--- config.mk ---
export PLATFORM = sky130hd
export DESIGN_NAME = tmcc_timer16
export DESIGN_NICKNAME = d
export VERILOG_FILES = /design/src/shared/tmcc_pkg.sv /design/src/verilog/tmcc_capture_filter.sv /design/src/verilog/tmcc_timer16.sv
export SDC_FILE = /design/constraint.sdc
export NUM_CORES = 1
export LEC_CHECK = 0
export BUFFER_PORTS_ARGS = -buffer_cell sky130_fd_sc_hd__buf_2
export CAP_MARGIN = 20
export CORE_ASPECT_RATIO = 0.75
export CORE_MARGIN = 3
export CORE_UTILIZATION = 45
export DETAILED_ROUTE_END_ITERATION = 7
export GPL_ROUTABILITY_DRIVEN = 0
export PLACE_DENSITY_LB_ADDON = 0.12
export SLEW_MARGIN = 5
export SYNTH_ARGS = -nofsm -noshare
export SYNTH_HDL_FRONTEND = slang
export SYNTH_HIERARCHICAL = 1
export SYNTH_SLANG_ARGS = --single-unit
--- constraint.sdc ---
create_clock -name clk -period 9.3 [get_ports clk]
set_input_delay 1.395 -clock clk [delete_from_list [all_inputs] [get_ports clk]]
set_output_delay 1.395 -clock clk [all_outputs]
set_load 0.02 [all_outputs]
--- src/shared/tmcc_pkg.sv ---
// Constants for the 16-bit timer mode, clock and capture control block.
// Assumes an 8-bit I/O register port from the CPU core at the I/O clock.
package tmcc_pkg;
	// I/O register indices on the 4-bit I/O address
	localparam logic [3:0] ADDR_CTRL_A = 4'h0;
	localparam logic [3:0] ADDR_CTRL_B = 4'h1;
	localparam logic [3:0] ADDR_CNT_L = 4'h2;
	localparam logic [3:0] ADDR_CNT_H = 4'h3;
	localparam logic [3:0] ADDR_CMPA_L = 4'h4;
	localparam logic [3:0] ADDR_CMPA_H = 4'h5;
	localparam logic [3:0] ADDR_CMPB_L = 4'h6;
	localparam logic [3:0] ADDR_CMPB_H = 4'h7;
	localparam logic [3:0] ADDR_CAP_L = 4'h8;
	localparam logic [3:0] ADDR_CAP_H = 4'h9;
	localparam logic [3:0] ADDR_FLAGS = 4'hA;
	localparam logic [3:0] ADDR_MASK = 4'hB;
	// Control B field positions
	localparam int CTRLB_FILT_BIT = 7;
	localparam int CTRLB_EDGE_BIT = 6;
	localparam int CTRLB_MODE_HI = 4;
	localparam int CTRLB_MODE_LO = 3;
	// Control A writable bits (force strobes and bits 3:2 read zero)
	localparam logic [7:0] CTRLA_RW_MASK = 8'hF3;
	localparam logic [7:0] CTRLB_RW_MASK = 8'hDF;
	localparam logic [7:0] CTRL_RESET = 8'h00;
	// Flag and mask bit positions
	localparam int FLAG_OVF = 0;
	localparam int FLAG_CMPB = 1;
	localparam int FLAG_CMPA = 2;
	localparam int FLAG_CAP = 3;
	// Waveform modes
	localparam logic [3:0] MODE_NORMAL = 4'h0;
	localparam logic [3:0] MODE_CLR_CMPA = 4'h4;
	localparam logic [3:0] MODE_PFC_CAP = 4'h8;
	localparam logic [3:0] MODE_PFC_CMPA = 4'h9;
	localparam logic [3:0] MODE_PC_CAP = 4'hA;
	localparam logic [3:0] MODE_PC_CMPA = 4'hB;
	localparam logic [3:0] MODE_CLR_CAP = 4'hC;
	localparam logic [3:0] MODE_RESERVED = 4'hD;
	localparam logic [3:0] MODE_FAST_CAP = 4'hE;
	localparam logic [3:0] MODE_FAST_CMPA = 4'hF;
	// Fixed top values
	localparam logic [15:0] TOP_8BIT = 16'h00FF;
	localparam logic [15:0] TOP_9BIT = 16'h01FF;
	localparam logic [15:0] TOP_10BIT = 16'h03FF;
	localparam logic [15:0] TOP_MAX = 16'hFFFF;
	localparam logic [15:0] BOTTOM = 16'h0000;
	// Clock select codes
	localparam logic [2:0] CS_STOP = 3'h0;
	localparam logic [2:0] CS_DIV1 = 3'h1;
	localparam logic [2:0] CS_DIV8 = 3'h2;
	localparam logic [2:0] CS_DIV64 = 3'h3;
	localparam logic [2:0] CS_DIV256 = 3'h4;
	localparam logic [2:0] CS_DIV1024 = 3'h5;
	localparam logic [2:0] CS_EXT_FALL = 3'h6;
	localparam logic [2:0] CS_EXT_RISE = 3'h7;
	// Prescaler terminal counts for the divided ticks
	localparam logic [9:0] PRE_END8 = 10'h007;
	localparam logic [9:0] PRE_END64 = 10'h03F;
	localparam logic [9:0] PRE_END256 = 10'h0FF;
	localparam logic [9:0] PRE_END1024 = 10'h3FF;
	// Noise filter depth in samples
	localparam int FILT_DEPTH = 4;
	// Compare register update points and overflow flag points
	typedef enum logic [1:0] {EV_IMM = 2'h0, EV_TOP = 2'h1, EV_BOT = 2'h3, EV_MAX = 2'h2} tmcc_ev_t;
endpackage : tmcc_pkg

--- src/verilog/tmcc_capture_filter.sv ---
// Capture input noise filter: output follows the input after four equal samples.
// Assumes its input is already synchronised to clk.
`timescale 1ns/1ps
module tmcc_capture_filter (
	input wire logic clk,
	input wire logic sys_rst,
	input wire logic filt_en,
	input wire logic pin_sync,
	output logic pin_filt
);
	// Last samples of the synchronised pin
	logic [tmcc_pkg::FILT_DEPTH-1:0] hist_q;
	// Filtered level
	logic filt_q;

	// Shift in one sample per clock
	always_ff @(posedge clk) begin
		if (sys_rst) begin
			hist_q <= '0;
		end else begin
			hist_q <= {hist_q[tmcc_pkg::FILT_DEPTH-2:0], pin_sync};
		end
	end

	// Change only when all samples agree; bypass when disabled
	always_ff @(posedge clk) begin
		if (sys_rst) begin
			filt_q <= 1'b0;
		end else if (!filt_en) begin
			filt_q <= pin_sync;
		end else if (&hist_q) begin
			filt_q <= 1'b1;
		end else if (~|hist_q) begin
			filt_q <= 1'b0;
		end
	end

	assign pin_filt = filt_q;

	filter_four_equal_a: assert property (@(posedge clk) disable iff (sys_rst)
		(filt_en && $past(filt_en) && $changed(filt_q)) |->
		($past(hist_q) == {tmcc_pkg::FILT_DEPTH{filt_q}}))
		else $error("filter output changed without four equal samples");
endmodule : tmcc_capture_filter

--- src/verilog/tmcc_timer16.sv ---
// 16-bit timer with waveform modes, clock selection, capture and byte access.
// Assumes an 8-bit I/O port from the CPU on clk; pins are asynchronous.
//
// How it works
// - Mode is two bits A plus two bits B
// - Phase correct: fixed tops, update top, flag bottom
// - Fast PWM: fixed tops, update bottom, flag top
// - Phase-frequency correct: update and flag at bottom
// - Normal and clear-on-match: immediate update, flag MAX
// - Filter needs four equal capture samples
// - Edge select: zero falling, one rising
// - Capture copies counter and sets flag
// - Capture disabled when capture register is top
// - Code zero stops; codes divide I/O clock
// - Codes six, seven count external pin edges
// - External pin counts even as output
// - Counter readable and writable by two bytes
// - One shared temporary high byte register
// - Counter write blocks next compare match
// - Capture-top modes flag capture at top
// - Capture flag cleared by vector or one
`timescale 1ns/1ps
module tmcc_timer16 (
	input wire logic clk,
	input wire logic sys_rst,
	input wire logic [3:0] io_addr,
	input wire logic io_wr,
	input wire logic io_rd,
	input wire logic [7:0] io_wdata,
	output logic [7:0] io_rdata,
	input wire logic capture_pin,
	input wire logic ext_count_pin,
	input wire logic [3:0] vec_ack,
	output logic [3:0] irq
);
	// Control registers
	logic [7:0] counter_control_a_q;
	logic [7:0] counter_control_b_q;
	// Counter, direction and compare blocking
	logic [15:0] counter_value_q;
	logic count_up_q;
	logic cmp_block_q;
	// Compare registers: active and buffered
	logic [15:0] compare_reg_a_q;
	logic [15:0] compare_reg_b_q;
	logic [15:0] cmpa_buf_q;
	logic [15:0] cmpb_buf_q;
	// Capture register and the shared temporary high byte
	logic [15:0] capture_reg_q;
	logic [7:0] temp_q;
	// Flags, mask, interrupt lines and read data
	logic [3:0] flags_q;
	logic [3:0] mask_q;
	logic [3:0] irq_q;
	logic [7:0] rdata_q;
	// Prescaler and pin synchronisers
	logic [9:0] presc_q;
	logic [1:0] ext_sync_q;
	logic ext_prev_q;
	logic [1:0] cap_sync_q;
	logic cap_prev_q;
	logic cap_filt;

	// Decoded controls
	logic [3:0] waveform_mode_sel;
	logic [2:0] clock_source_sel;
	logic capture_edge_sel;
	logic capture_noise_filter_en;
	logic [15:0] top_val;
	logic dual_slope;
	logic cap_is_top;
	logic tick;
	logic at_top;
	logic at_bot;
	logic at_max;
	logic cap_evt;
	logic cnt_wr;
	logic upd_evt;
	logic ovf_evt;
	logic [3:0] flag_set;
	logic [3:0] flag_clr;
	tmcc_pkg::tmcc_ev_t upd_pt;
	tmcc_pkg::tmcc_ev_t ovf_pt;

	// Top value for a mode
	function automatic logic [15:0] mode_top(input logic [3:0] m, input logic [15:0] ca,
		input logic [15:0] cp);
		case (m[1:0])
			2'h1: mode_top = tmcc_pkg::TOP_8BIT;
			2'h2: mode_top = tmcc_pkg::TOP_9BIT;
			default: mode_top = tmcc_pkg::TOP_10BIT;
		endcase
		case (m)
			tmcc_pkg::MODE_NORMAL, tmcc_pkg::MODE_RESERVED: mode_top = tmcc_pkg::TOP_MAX;
			tmcc_pkg::MODE_CLR_CMPA, tmcc_pkg::MODE_PFC_CMPA, tmcc_pkg::MODE_PC_CMPA,
			tmcc_pkg::MODE_FAST_CMPA: mode_top = ca;
			tmcc_pkg::MODE_PFC_CAP, tmcc_pkg::MODE_PC_CAP, tmcc_pkg::MODE_CLR_CAP,
			tmcc_pkg::MODE_FAST_CAP: mode_top = cp;
			default: mode_top = mode_top;
		endcase
	endfunction : mode_top

	// True when the capture register sets the top
	function automatic logic mode_cap_top(input logic [3:0] m);
		mode_cap_top = (m == tmcc_pkg::MODE_PFC_CAP) || (m == tmcc_pkg::MODE_PC_CAP) ||
			(m == tmcc_pkg::MODE_CLR_CAP) || (m == tmcc_pkg::MODE_FAST_CAP);
	endfunction : mode_cap_top

	// Point at which the compare registers take their buffered value
	function automatic tmcc_pkg::tmcc_ev_t mode_upd(input logic [3:0] m);
		case (m)
			4'h1, 4'h2, 4'h3, 4'hA, 4'hB: mode_upd = tmcc_pkg::EV_TOP;
			4'h5, 4'h6, 4'h7, 4'h8, 4'h9, 4'hE, 4'hF: mode_upd = tmcc_pkg::EV_BOT;
			default: mode_upd = tmcc_pkg::EV_IMM;
		endcase
	endfunction : mode_upd

	// Point at which the overflow flag sets
	function automatic tmcc_pkg::tmcc_ev_t mode_ovf(input logic [3:0] m);
		case (m)
			4'h1, 4'h2, 4'h3, 4'h8, 4'h9, 4'hA, 4'hB: mode_ovf = tmcc_pkg::EV_BOT;
			4'h5, 4'h6, 4'h7, 4'hE, 4'hF: mode_ovf = tmcc_pkg::EV_TOP;
			default: mode_ovf = tmcc_pkg::EV_MAX;
		endcase
	endfunction : mode_ovf

	// Mode from two control A bits and two control B bits
	assign waveform_mode_sel = {counter_control_b_q[tmcc_pkg::CTRLB_MODE_HI:
		tmcc_pkg::CTRLB_MODE_LO], counter_control_a_q[1:0]};
	assign clock_source_sel = counter_control_b_q[2:0];
	assign capture_edge_sel = counter_control_b_q[tmcc_pkg::CTRLB_EDGE_BIT];
	assign capture_noise_filter_en = counter_control_b_q[tmcc_pkg::CTRLB_FILT_BIT];
	assign top_val = mode_top(waveform_mode_sel, compare_reg_a_q, capture_reg_q);
	assign dual_slope = (mode_upd(waveform_mode_sel) == tmcc_pkg::EV_TOP) ||
		(waveform_mode_sel == tmcc_pkg::MODE_PFC_CAP) ||
		(waveform_mode_sel == tmcc_pkg::MODE_PFC_CMPA);
	assign cap_is_top = mode_cap_top(waveform_mode_sel);
	assign upd_pt = mode_upd(waveform_mode_sel);
	assign ovf_pt = mode_ovf(waveform_mode_sel);

	// Timer clock: prescaled I/O clock or an edge of the external pin
	always_comb begin
		case (clock_source_sel)
			tmcc_pkg::CS_STOP: tick = 1'b0;
			tmcc_pkg::CS_DIV1: tick = 1'b1;
			tmcc_pkg::CS_DIV8: tick = (presc_q[2:0] == tmcc_pkg::PRE_END8[2:0]);
			tmcc_pkg::CS_DIV64: tick = (presc_q[5:0] == tmcc_pkg::PRE_END64[5:0]);
			tmcc_pkg::CS_DIV256: tick = (presc_q[7:0] == tmcc_pkg::PRE_END256[7:0]);
			tmcc_pkg::CS_DIV1024: tick = (presc_q == tmcc_pkg::PRE_END1024);
			tmcc_pkg::CS_EXT_FALL: tick = ext_prev_q && !ext_sync_q[1];
			tmcc_pkg::CS_EXT_RISE: tick = !ext_prev_q && ext_sync_q[1];
			default: tick = 1'b0;
		endcase
	end

	// Counter positions in the sequence, meaningful on a timer tick
	assign at_top = tick && (counter_value_q == top_val);
	assign at_max = tick && (counter_value_q == tmcc_pkg::TOP_MAX);
	assign at_bot = tick && (counter_value_q == tmcc_pkg::BOTTOM) && (!dual_slope || !count_up_q);
	assign cnt_wr = io_wr && ((io_addr == tmcc_pkg::ADDR_CNT_L));

	// Update and overflow events for the active mode
	assign upd_evt = ((upd_pt == tmcc_pkg::EV_TOP) && at_top) ||
		((upd_pt == tmcc_pkg::EV_BOT) && at_bot);
	assign ovf_evt = ((ovf_pt == tmcc_pkg::EV_TOP) && at_top) ||
		((ovf_pt == tmcc_pkg::EV_BOT) && at_bot) ||
		((ovf_pt == tmcc_pkg::EV_MAX) && at_max);

	// Capture edge on the chosen input, off when the capture register is top
	assign cap_evt = !cap_is_top && (capture_edge_sel ? (!cap_prev_q && cap_filt) :
		(cap_prev_q && !cap_filt));

	// Free-running prescaler, cleared to zero while the timer is stopped
	always_ff @(posedge clk) begin
		if (sys_rst || clock_source_sel == tmcc_pkg::CS_STOP) begin
			presc_q <= '0;
		end else begin
			presc_q <= presc_q + 10'h001;
		end
	end

	// Two-stage synchronisers and edge history for both pins
	always_ff @(posedge clk) begin
		if (sys_rst) begin
			ext_sync_q <= 2'h0;
			ext_prev_q <= 1'b0;
			cap_sync_q <= 2'h0;
			cap_prev_q <= 1'b0;
		end else begin
			ext_sync_q <= {ext_sync_q[0], ext_count_pin};
			ext_prev_q <= ext_sync_q[1];
			cap_sync_q <= {cap_sync_q[0], capture_pin};
			cap_prev_q <= cap_filt;
		end
	end

	// Optional four-sample noise filter on the capture input
	tmcc_capture_filter u_filter (
		.clk(clk),
		.sys_rst(sys_rst),
		.filt_en(capture_noise_filter_en),
		.pin_sync(cap_sync_q[1]),
		.pin_filt(cap_filt)
	);

	// Control registers; reserved and strobe bits are not stored
	always_ff @(posedge clk) begin
		if (sys_rst) begin
			counter_control_a_q <= tmcc_pkg::CTRL_RESET;
			counter_control_b_q <= tmcc_pkg::CTRL_RESET;
		end else if (io_wr && io_addr == tmcc_pkg::ADDR_CTRL_A) begin
			counter_control_a_q <= io_wdata & tmcc_pkg::CTRLA_RW_MASK;
		end else if (io_wr && io_addr == tmcc_pkg::ADDR_CTRL_B) begin
			counter_control_b_q <= io_wdata & tmcc_pkg::CTRLB_RW_MASK;
		end
	end

	// Counter: writes through the temporary byte, else steps on each tick
	always_ff @(posedge clk) begin
		if (sys_rst) begin
			counter_value_q <= tmcc_pkg::BOTTOM;
			count_up_q <= 1'b1;
		end else if (cnt_wr) begin
			counter_value_q <= {temp_q, io_wdata};
		end else if (tick && dual_slope) begin
			if (count_up_q) begin
				if (counter_value_q >= top_val) begin
					count_up_q <= 1'b0;
					counter_value_q <= counter_value_q - 16'h0001;
				end else begin
					counter_value_q <= counter_value_q + 16'h0001;
				end
			end else if (counter_value_q == tmcc_pkg::BOTTOM) begin
				count_up_q <= 1'b1;
				counter_value_q <= counter_value_q + 16'h0001;
			end else begin
				counter_value_q <= counter_value_q - 16'h0001;
			end
		end else if (tick) begin
			count_up_q <= 1'b1;
			counter_value_q <= (counter_value_q >= top_val) ? tmcc_pkg::BOTTOM :
				counter_value_q + 16'h0001;
		end
	end

	// Compare block holds from a counter write to the next timer tick
	always_ff @(posedge clk) begin
		if (sys_rst) begin
			cmp_block_q <= 1'b0;
		end else if (cnt_wr) begin
			cmp_block_q <= 1'b1;
		end else if (tick) begin
			cmp_block_q <= 1'b0;
		end
	end

	// Compare registers: buffer writes, copy at the mode's update point
	always_ff @(posedge clk) begin
		if (sys_rst) begin
			cmpa_buf_q <= '0;
			cmpb_buf_q <= '0;
			compare_reg_a_q <= '0;
			compare_reg_b_q <= '0;
		end else begin
			if (io_wr && io_addr == tmcc_pkg::ADDR_CMPA_L) begin
				cmpa_buf_q <= {temp_q, io_wdata};
			end
			if (io_wr && io_addr == tmcc_pkg::ADDR_CMPB_L) begin
				cmpb_buf_q <= {temp_q, io_wdata};
			end
			if (upd_pt == tmcc_pkg::EV_IMM) begin
				compare_reg_a_q <= cmpa_buf_q;
				compare_reg_b_q <= cmpb_buf_q;
			end else if (upd_evt) begin
				compare_reg_a_q <= cmpa_buf_q;
				compare_reg_b_q <= cmpb_buf_q;
			end
		end
	end

	// Capture register: counter copy on capture, or a byte-pair write
	always_ff @(posedge clk) begin
		if (sys_rst) begin
			capture_reg_q <= '0;
		end else if (cap_evt) begin
			capture_reg_q <= counter_value_q;
		end else if (io_wr && io_addr == tmcc_pkg::ADDR_CAP_L) begin
			capture_reg_q <= {temp_q, io_wdata};
		end
	end

	// Shared temporary byte: filled by high writes and by low reads
	always_ff @(posedge clk) begin
		if (sys_rst) begin
			temp_q <= 8'h00;
		end else if (io_wr && (io_addr == tmcc_pkg::ADDR_CNT_H ||
			io_addr == tmcc_pkg::ADDR_CMPA_H || io_addr == tmcc_pkg::ADDR_CMPB_H ||
			io_addr == tmcc_pkg::ADDR_CAP_H)) begin
			temp_q <= io_wdata;
		end else if (io_rd && io_addr == tmcc_pkg::ADDR_CNT_L) begin
			temp_q <= counter_value_q[15:8];
		end else if (io_rd && io_addr == tmcc_pkg::ADDR_CMPA_L) begin
			temp_q <= cmpa_buf_q[15:8];
		end else if (io_rd && io_addr == tmcc_pkg::ADDR_CMPB_L) begin
			temp_q <= cmpb_buf_q[15:8];
		end else if (io_rd && io_addr == tmcc_pkg::ADDR_CAP_L) begin
			temp_q <= capture_reg_q[15:8];
		end
	end

	// Flag events and clears
	assign flag_set[tmcc_pkg::FLAG_OVF] = ovf_evt;
	assign flag_set[tmcc_pkg::FLAG_CMPA] = tick && !cmp_block_q &&
		(counter_value_q == compare_reg_a_q);
	assign flag_set[tmcc_pkg::FLAG_CMPB] = tick && !cmp_block_q &&
		(counter_value_q == compare_reg_b_q);
	assign flag_set[tmcc_pkg::FLAG_CAP] = cap_evt || (cap_is_top && at_top);
	assign flag_clr = vec_ack | ((io_wr && io_addr == tmcc_pkg::ADDR_FLAGS) ?
		io_wdata[3:0] : 4'h0);

	// Sticky flags; a set in the clearing cycle wins
	always_ff @(posedge clk) begin
		if (sys_rst) begin
			flags_q <= 4'h0;
		end else begin
			flags_q <= (flags_q & ~flag_clr) | flag_set;
		end
	end

	// Interrupt enables and registered interrupt lines
	always_ff @(posedge clk) begin
		if (sys_rst) begin
			mask_q <= 4'h0;
			irq_q <= 4'h0;
		end else begin
			if (io_wr && io_addr == tmcc_pkg::ADDR_MASK) begin
				mask_q <= io_wdata[3:0];
			end
			irq_q <= flags_q & mask_q;
		end
	end

	// Read data, one cycle after the read strobe
	always_ff @(posedge clk) begin
		if (sys_rst) begin
			rdata_q <= 8'h00;
		end else if (io_rd) begin
			case (io_addr)
				tmcc_pkg::ADDR_CTRL_A: rdata_q <= counter_control_a_q;
				tmcc_pkg::ADDR_CTRL_B: rdata_q <= counter_control_b_q;
				tmcc_pkg::ADDR_CNT_L: rdata_q <= counter_value_q[7:0];
				tmcc_pkg::ADDR_CMPA_L: rdata_q <= cmpa_buf_q[7:0];
				tmcc_pkg::ADDR_CMPB_L: rdata_q <= cmpb_buf_q[7:0];
				tmcc_pkg::ADDR_CAP_L: rdata_q <= capture_reg_q[7:0];
				tmcc_pkg::ADDR_CNT_H, tmcc_pkg::ADDR_CMPA_H, tmcc_pkg::ADDR_CMPB_H,
				tmcc_pkg::ADDR_CAP_H: rdata_q <= temp_q;
				tmcc_pkg::ADDR_FLAGS: rdata_q <= {4'h0, flags_q};
				tmcc_pkg::ADDR_MASK: rdata_q <= {4'h0, mask_q};
				default: rdata_q <= 8'h00;
			endcase
		end
	end

	assign io_rdata = rdata_q;
	assign irq = irq_q;

	stop_holds_count_a: assert property (@(posedge clk) disable iff (sys_rst)
		(clock_source_sel == tmcc_pkg::CS_STOP && !cnt_wr) |=> $stable(counter_value_q))
		else $error("counter moved while stopped");
	normal_ovf_max_a: assert property (@(posedge clk) disable iff (sys_rst)
		(waveform_mode_sel == tmcc_pkg::MODE_NORMAL && at_max) |=>
		(flags_q[tmcc_pkg::FLAG_OVF] && counter_value_q == tmcc_pkg::BOTTOM))
		else $error("normal mode overflow not flagged at max");
	fast_ovf_top_a: assert property (@(posedge clk) disable iff (sys_rst)
		(waveform_mode_sel == 4'h5 && ovf_evt) |-> (counter_value_q == tmcc_pkg::TOP_8BIT))
		else $error("fast 8-bit overflow away from top");
	capture_copy_a: assert property (@(posedge clk) disable iff (sys_rst)
		cap_evt |=> (capture_reg_q == $past(counter_value_q) && flags_q[tmcc_pkg::FLAG_CAP]))
		else $error("capture did not copy counter");
	capture_top_off_a: assert property (@(posedge clk) disable iff (sys_rst)
		cap_is_top |-> !cap_evt)
		else $error("capture fired while capture register is top");
	counter_pair_a: assert property (@(posedge clk) disable iff (sys_rst)
		(io_wr && io_addr == tmcc_pkg::ADDR_CNT_H) ##1 cnt_wr |=>
		(counter_value_q == {$past(io_wdata, 2), $past(io_wdata)}))
		else $error("counter byte pair not atomic");
	write_blocks_cmp_a: assert property (@(posedge clk) disable iff (sys_rst)
		(cmp_block_q && tick) |=>
		(!$rose(flags_q[tmcc_pkg::FLAG_CMPA]) && !$rose(flags_q[tmcc_pkg::FLAG_CMPB])))
		else $error("compare match after counter write");
	flag_set_wins_a: assert property (@(posedge clk) disable iff (sys_rst)
		(flag_set[tmcc_pkg::FLAG_CAP] && flag_clr[tmcc_pkg::FLAG_CAP]) |=>
		flags_q[tmcc_pkg::FLAG_CAP])
		else $error("capture flag lost on clear");
	high_read_temp_a: assert property (@(posedge clk) disable iff (sys_rst)
		(io_rd && io_addr == tmcc_pkg::ADDR_CNT_L) ##1 (io_rd && io_addr == tmcc_pkg::ADDR_CNT_H
		&& !io_wr) |=> (io_rdata == $past(counter_value_q[15:8], 2)))
		else $error("high byte read did not return latched byte");

	capture_seen_c: cover property (@(posedge clk) disable iff (sys_rst) cap_evt);
	dual_turn_c: cover property (@(posedge clk) disable iff (sys_rst) dual_slope && at_bot);
	ext_tick_c: cover property (@(posedge clk) disable iff (sys_rst)
		clock_source_sel == tmcc_pkg::CS_EXT_RISE && tick);
	block_hit_c: cover property (@(posedge clk) disable iff (sys_rst) cmp_block_q && tick);
endmodule : tmcc_timer16

==> impl_summary.txt <==
----------------------------------------------------
[CTS]
  Clock input transition at the sequential cells of the worst setup and hold paths ... 80 ps
  Number of resized instances in the post-cts repair step ... 0
  Number of H-tree levels ... 4
  Post-CTS Hold Fix Bufs ... 0
  Number of clock buffers inserted by TritonCTS ... 17
  Clock latency on the worst-skew pair ... 440 ps
  Clock buffer depth ... 2
  Post-CTS setup buffer count ... 0
  Clock tree from TritonCTS ... built
  Root buffer cell ... sky130_fd_sc_hd__clkbuf_16
  Clock sink count ... 160

[Critical path]
  Slowest stage cell, crit path ... sky130_fd_sc_hd__nor2_1
  Crit. End Element ... register
  Launch point of the critical path ... counter_control_a_q[1]
  Crit path depth ... 15
  CP Max Fanout ... 13
  Required time at the worst-slack endpoint ... 9650 ps
  Critical path endpoint ... counter_value_q[4]
  Largest incremental delay on the critical path ... 690 ps
  Worst reg2reg startpoint ... counter_control_a_q[1]
  Cell Chain, Critical Path ... inv_1 > ha_1 > nand2_1 > o21ai_1 > o21bai_1 > a221oi_1 > ha_1 > and3_1 > a221oi_1 > o21bai_1 > nor2_1 > nand2_1 > o311ai_0 > o311ai_1 > a311oi_1
  Number of cells on the worst reg-to-reg path ... 15
  Crit path buf inv count ... 1
  Start-to-end type of the worst setup path ... reg2reg
  Kind of launch point of the worst setup path ... register
  Endpoint of the lowest-slack register-to-register path ... counter_value_q[4]
  Cell class contributing the biggest share of worst-path delay ... compound AO/OA/AOI/OAI gates
  Arrival time at the worst endpoint ... 5100 ps
  Flop-to-flop setup slack ... 4550 ps

[Timing]
  Crit share post-route ... 51.1%
  Peak clock frequency supported by timing ... 211 MHz
  Count of endpoints failing setup in the final report ... 0
  Sum Neg Setup Slack ... 0 ps
  Fin. Hold Viols ... 0
  Final setup margin ... 4550 ps
  Minimum clock period ... 4750 ps
  RSZ-0062 raised after global routing ... false
  Hold Slack ... 440 ps
  Number of max-slew violations in the final report ... 0
  Post-Route Skew ... 15.0 ps
  Actual transition at the worst max-transition pin ... 1060 ps
  Relative slew margins ... 29.1%

[Logic synthesis]
  Synth top area cells ... sky130_fd_sc_hd__dfxtp_1, sky130_fd_sc_hd__mux2i_1, sky130_fd_sc_hd__nor2_1
  Cell count after synthesis ... 1105
  Number of enable-type register cells in the synthesized netlist ... 0
  Distinct cell type count after synthesis ... 74
  Flip-flop and latch count after synthesis ... 160
  Yosys top cell by area ... sky130_fd_sc_hd__dfxtp_1
  Yosys warning count ... 6
  Area share of the largest cell type after synthesis ... 35.8%
  Part of the Yosys area used for sequential elements ... 35.8%
  Average size of a mapped cell ... 8.11 sq um
  Share of flip-flops with an asynchronous set or reset after synthesis ... 0%
  Post-Synthesis Net Count ... 1155
  Netlist area before placement ... 0.00896 sq mm
  Commonest register cell after synthesis ... sky130_fd_sc_hd__dfxtp_1

[Place]
  Worst slack at placement ... 4650 ps
  Post-DP HPWL ... 20600 um
  Quantity of I/O buffers inserted on ports ... 33

[Power and ir drop]
  Leak pwr ... 3.71 nW
  P per Cell Area ... 162 mW/mm^2
  Worst supply voltage drop on vdd ... 0.116 mV

[Finish]
  Diode insertion count for antenna repair ... 0
  Number of fill cells ... 1879
  Share of cells above drive strength 1 ... 9.45%
  Final layout net count ... 1137
  Area overhead of the layout relative to synthesis ... 9.80%

[Route]
  Top routing layer in use ... met5
  Via count of the routed design ... 8301
  Post-DRT Antenna Nets ... 0
  Pre-antenna DRT Iters ... 5
  Detailed-route vias per instance ... 6.14
  # DRC ... 0
  Total wire length ... 29700 um
  Routed length on met2 ... 11800 um
  DRC violation total after the first TritonRoute iteration ... 909
  Final routed wire length divided by cell count ... 21.9 um
  Met1 wire length ... 14400 um
  Wire length on met3 ... 2920 um

[Global route]
  Antenna violations before repair ... 1
  Largest net degree at the start of global routing ... 97
  Wire length of the first global-routing pass ... 45700 um
  Gr ovfl total ... 0
  Overall Global Routing Usage ... 27.6%
  Vias in the first global route ... 7481

[Die]
  Placeable Area ... 0.0194 sq mm
  Vert. Die Dim ... 128 um
  # IOs ... 34
  Initial Utilization ... 46.1%
  Area of the die ... 0.0217 sq mm
  Standard-cell row count ... 44
  Horizontal die dimension ... 169 um

[Worst hold path]
  Path type of the worst min-delay path ... reg2reg

[Run status]
  Outcome ... complete, no violations

[Flow run]
  Maximum Capacitance Violations ... 0

----------------------------------------------------
## cell usage after synthesis (all sizes together) (4+ instances only)
cell	number
ha	28
or2	7
nand3	29
o41ai	4
nor3	20
mux2i	79
a2111oi	4
or3	8
a311oi	6
and2	7
a221oi	25
clkbuf	77
nand3b	6
xnor2	41
a31oi	11
a21oi	78
nor4	5
xor2	8
buf	9
a221o	4
a211oi	32
o311ai	4
nand2b	7
and3	12
o21bai	4
o31ai	4
inv	18
nand2	133
nor2b	14
dfxtp	160
nor2	153
a211o	5
nor3b	5
o211ai	8
nand4	12
o21ai	25
a22oi	8
## sequential cells by signal (all words and copies together) (netlist names)
register             cells
capture_reg_q           16
cmpa_buf_q              16
cmpb_buf_q              16
compare_reg_a_q         16
compare_reg_b_q         16
counter_value_q         16
presc_q                 10
io_rdata                 8
temp_q                   8
counter_control_b_q      7
counter_control_a_q      6
flags_q                  4
irq                      4
mask_q                   4
u_filter/hist_q          4
cap_sync_q               2
ext_sync_q               2
cap_prev_q               1
cmp_block_q              1
count_up_q               1
ext_prev_q               1
u_filter/pin_filt        1
## worst reg2reg max path: cells and delay by family, from the launching register on
| kind | cells | cell delay [ps] |
|---|---|---|
| AOI/OAI and AO/OA | 8 | 2290 |
| DFF | 1 | 370 |
| buffers and inverters | 1 | 140 |
| and+or+nand+nor | 4 | 1290 |
| adders and majority gates | 2 | 560 |
## worst min-delay path by stage
stage | slack, ps | depth (start not counted) | from | endpoint
6_report | 440 | 1 | ext_sync_q[0] | ext_sync_q[1]
4_1_cts | 450 | 1 | ext_sync_q[0] | ext_sync_q[1]
2_1_floorplan | 410 | 1 | cap_sync_q[0] | cap_sync_q[1]
5_1_grt | 470 | 2 | mask_q[0] | irq[0]
3_5_place_dp | 430 | 1 | ext_sync_q[0] | ext_sync_q[1]
3_3_place_gp | 420 | 1 | ext_sync_q[0] | ext_sync_q[1]
## stage by stage
step | instance area, sq um | util, % | std cells | power (mW)
finish | 9840 | 50.6 | 1353 | 1.59
global placement | 9220 | 47.5 | 1320 | 0.891
floorplan | 8960 | - | 1105 | 0.836
CTS | 9810 | 50.5 | 1352 | 1.59
detailed placement | 9220 | 47.5 | 1320 | 0.891
global route | 9840 | 50.6 | 1353 | 1.64
## final cells by class
type | count | area (sq um) | share of cell area, %
Sequential cell | 160 | 3200 | 32.6
Clock inverter | 15 | 160 | 1.63
Multi-Input combinational cell | 841 | 5360 | 54.5
Clock buffer | 17 | 425 | 4.32
Inverter | 18 | 67.6 | 0.687
Tap cell | 253 | 317 | 3.22
Timing Repair Buffer | 49 | 308 | 3.13
## cell usage in the layout (no fill, tap or decap), types with 8 or more instances in the layout
cell,instances
sky130_fd_sc_hd__a21oi_1,78
sky130_fd_sc_hd__a211oi_1,30
sky130_fd_sc_hd__o211ai_1,8
sky130_fd_sc_hd__buf_4,16
sky130_fd_sc_hd__dfxtp_1,160
sky130_fd_sc_hd__buf_2,32
sky130_fd_sc_hd__nand2_1,133
sky130_fd_sc_hd__xnor2_1,41
sky130_fd_sc_hd__nand3_1,28
sky130_fd_sc_hd__clkbuf_16,17
sky130_fd_sc_hd__ha_1,28
sky130_fd_sc_hd__nand4_1,12
sky130_fd_sc_hd__nor2b_1,14
sky130_fd_sc_hd__inv_1,18
sky130_fd_sc_hd__a22oi_1,8
sky130_fd_sc_hd__nor2_1,152
sky130_fd_sc_hd__a31oi_1,11
sky130_fd_sc_hd__nor3_1,20
sky130_fd_sc_hd__mux2i_1,79
sky130_fd_sc_hd__a221oi_1,25
sky130_fd_sc_hd__o21ai_0,24
sky130_fd_sc_hd__and3_1,12
sky130_fd_sc_hd__xor2_1,8
## power breakdown
group	switching (mW)	internal, mW	total, mW
combinational	0.102	0.0551	0.157
sequential	0.0257	0.699	0.724
clock	0.347	0.361	0.708
total	0.475	1.11	1.59
## metal layers
layer	GRT usage, %	vias to the layer above
li1	-	3925
met1	42.9	3937
met2	37.5	398
met3	6.35	39
met4	7.46	2
met5	0	-
## logic make-up after synthesis
| group | synth area share (%) |
|---|---|
| AND/OR/NAND/NOR | 21.7 |
| XOR/XNOR | 4.79 |
| flip-flops | 35.8 |
| adder cells (fa/ha/maj) | 3.91 |
| buffers and inverters | 4.65 |
| AO/OA/AOI/OAI | 20.0 |
| multiplexers | 9.20 |
(Power assumes the default switching activity.)
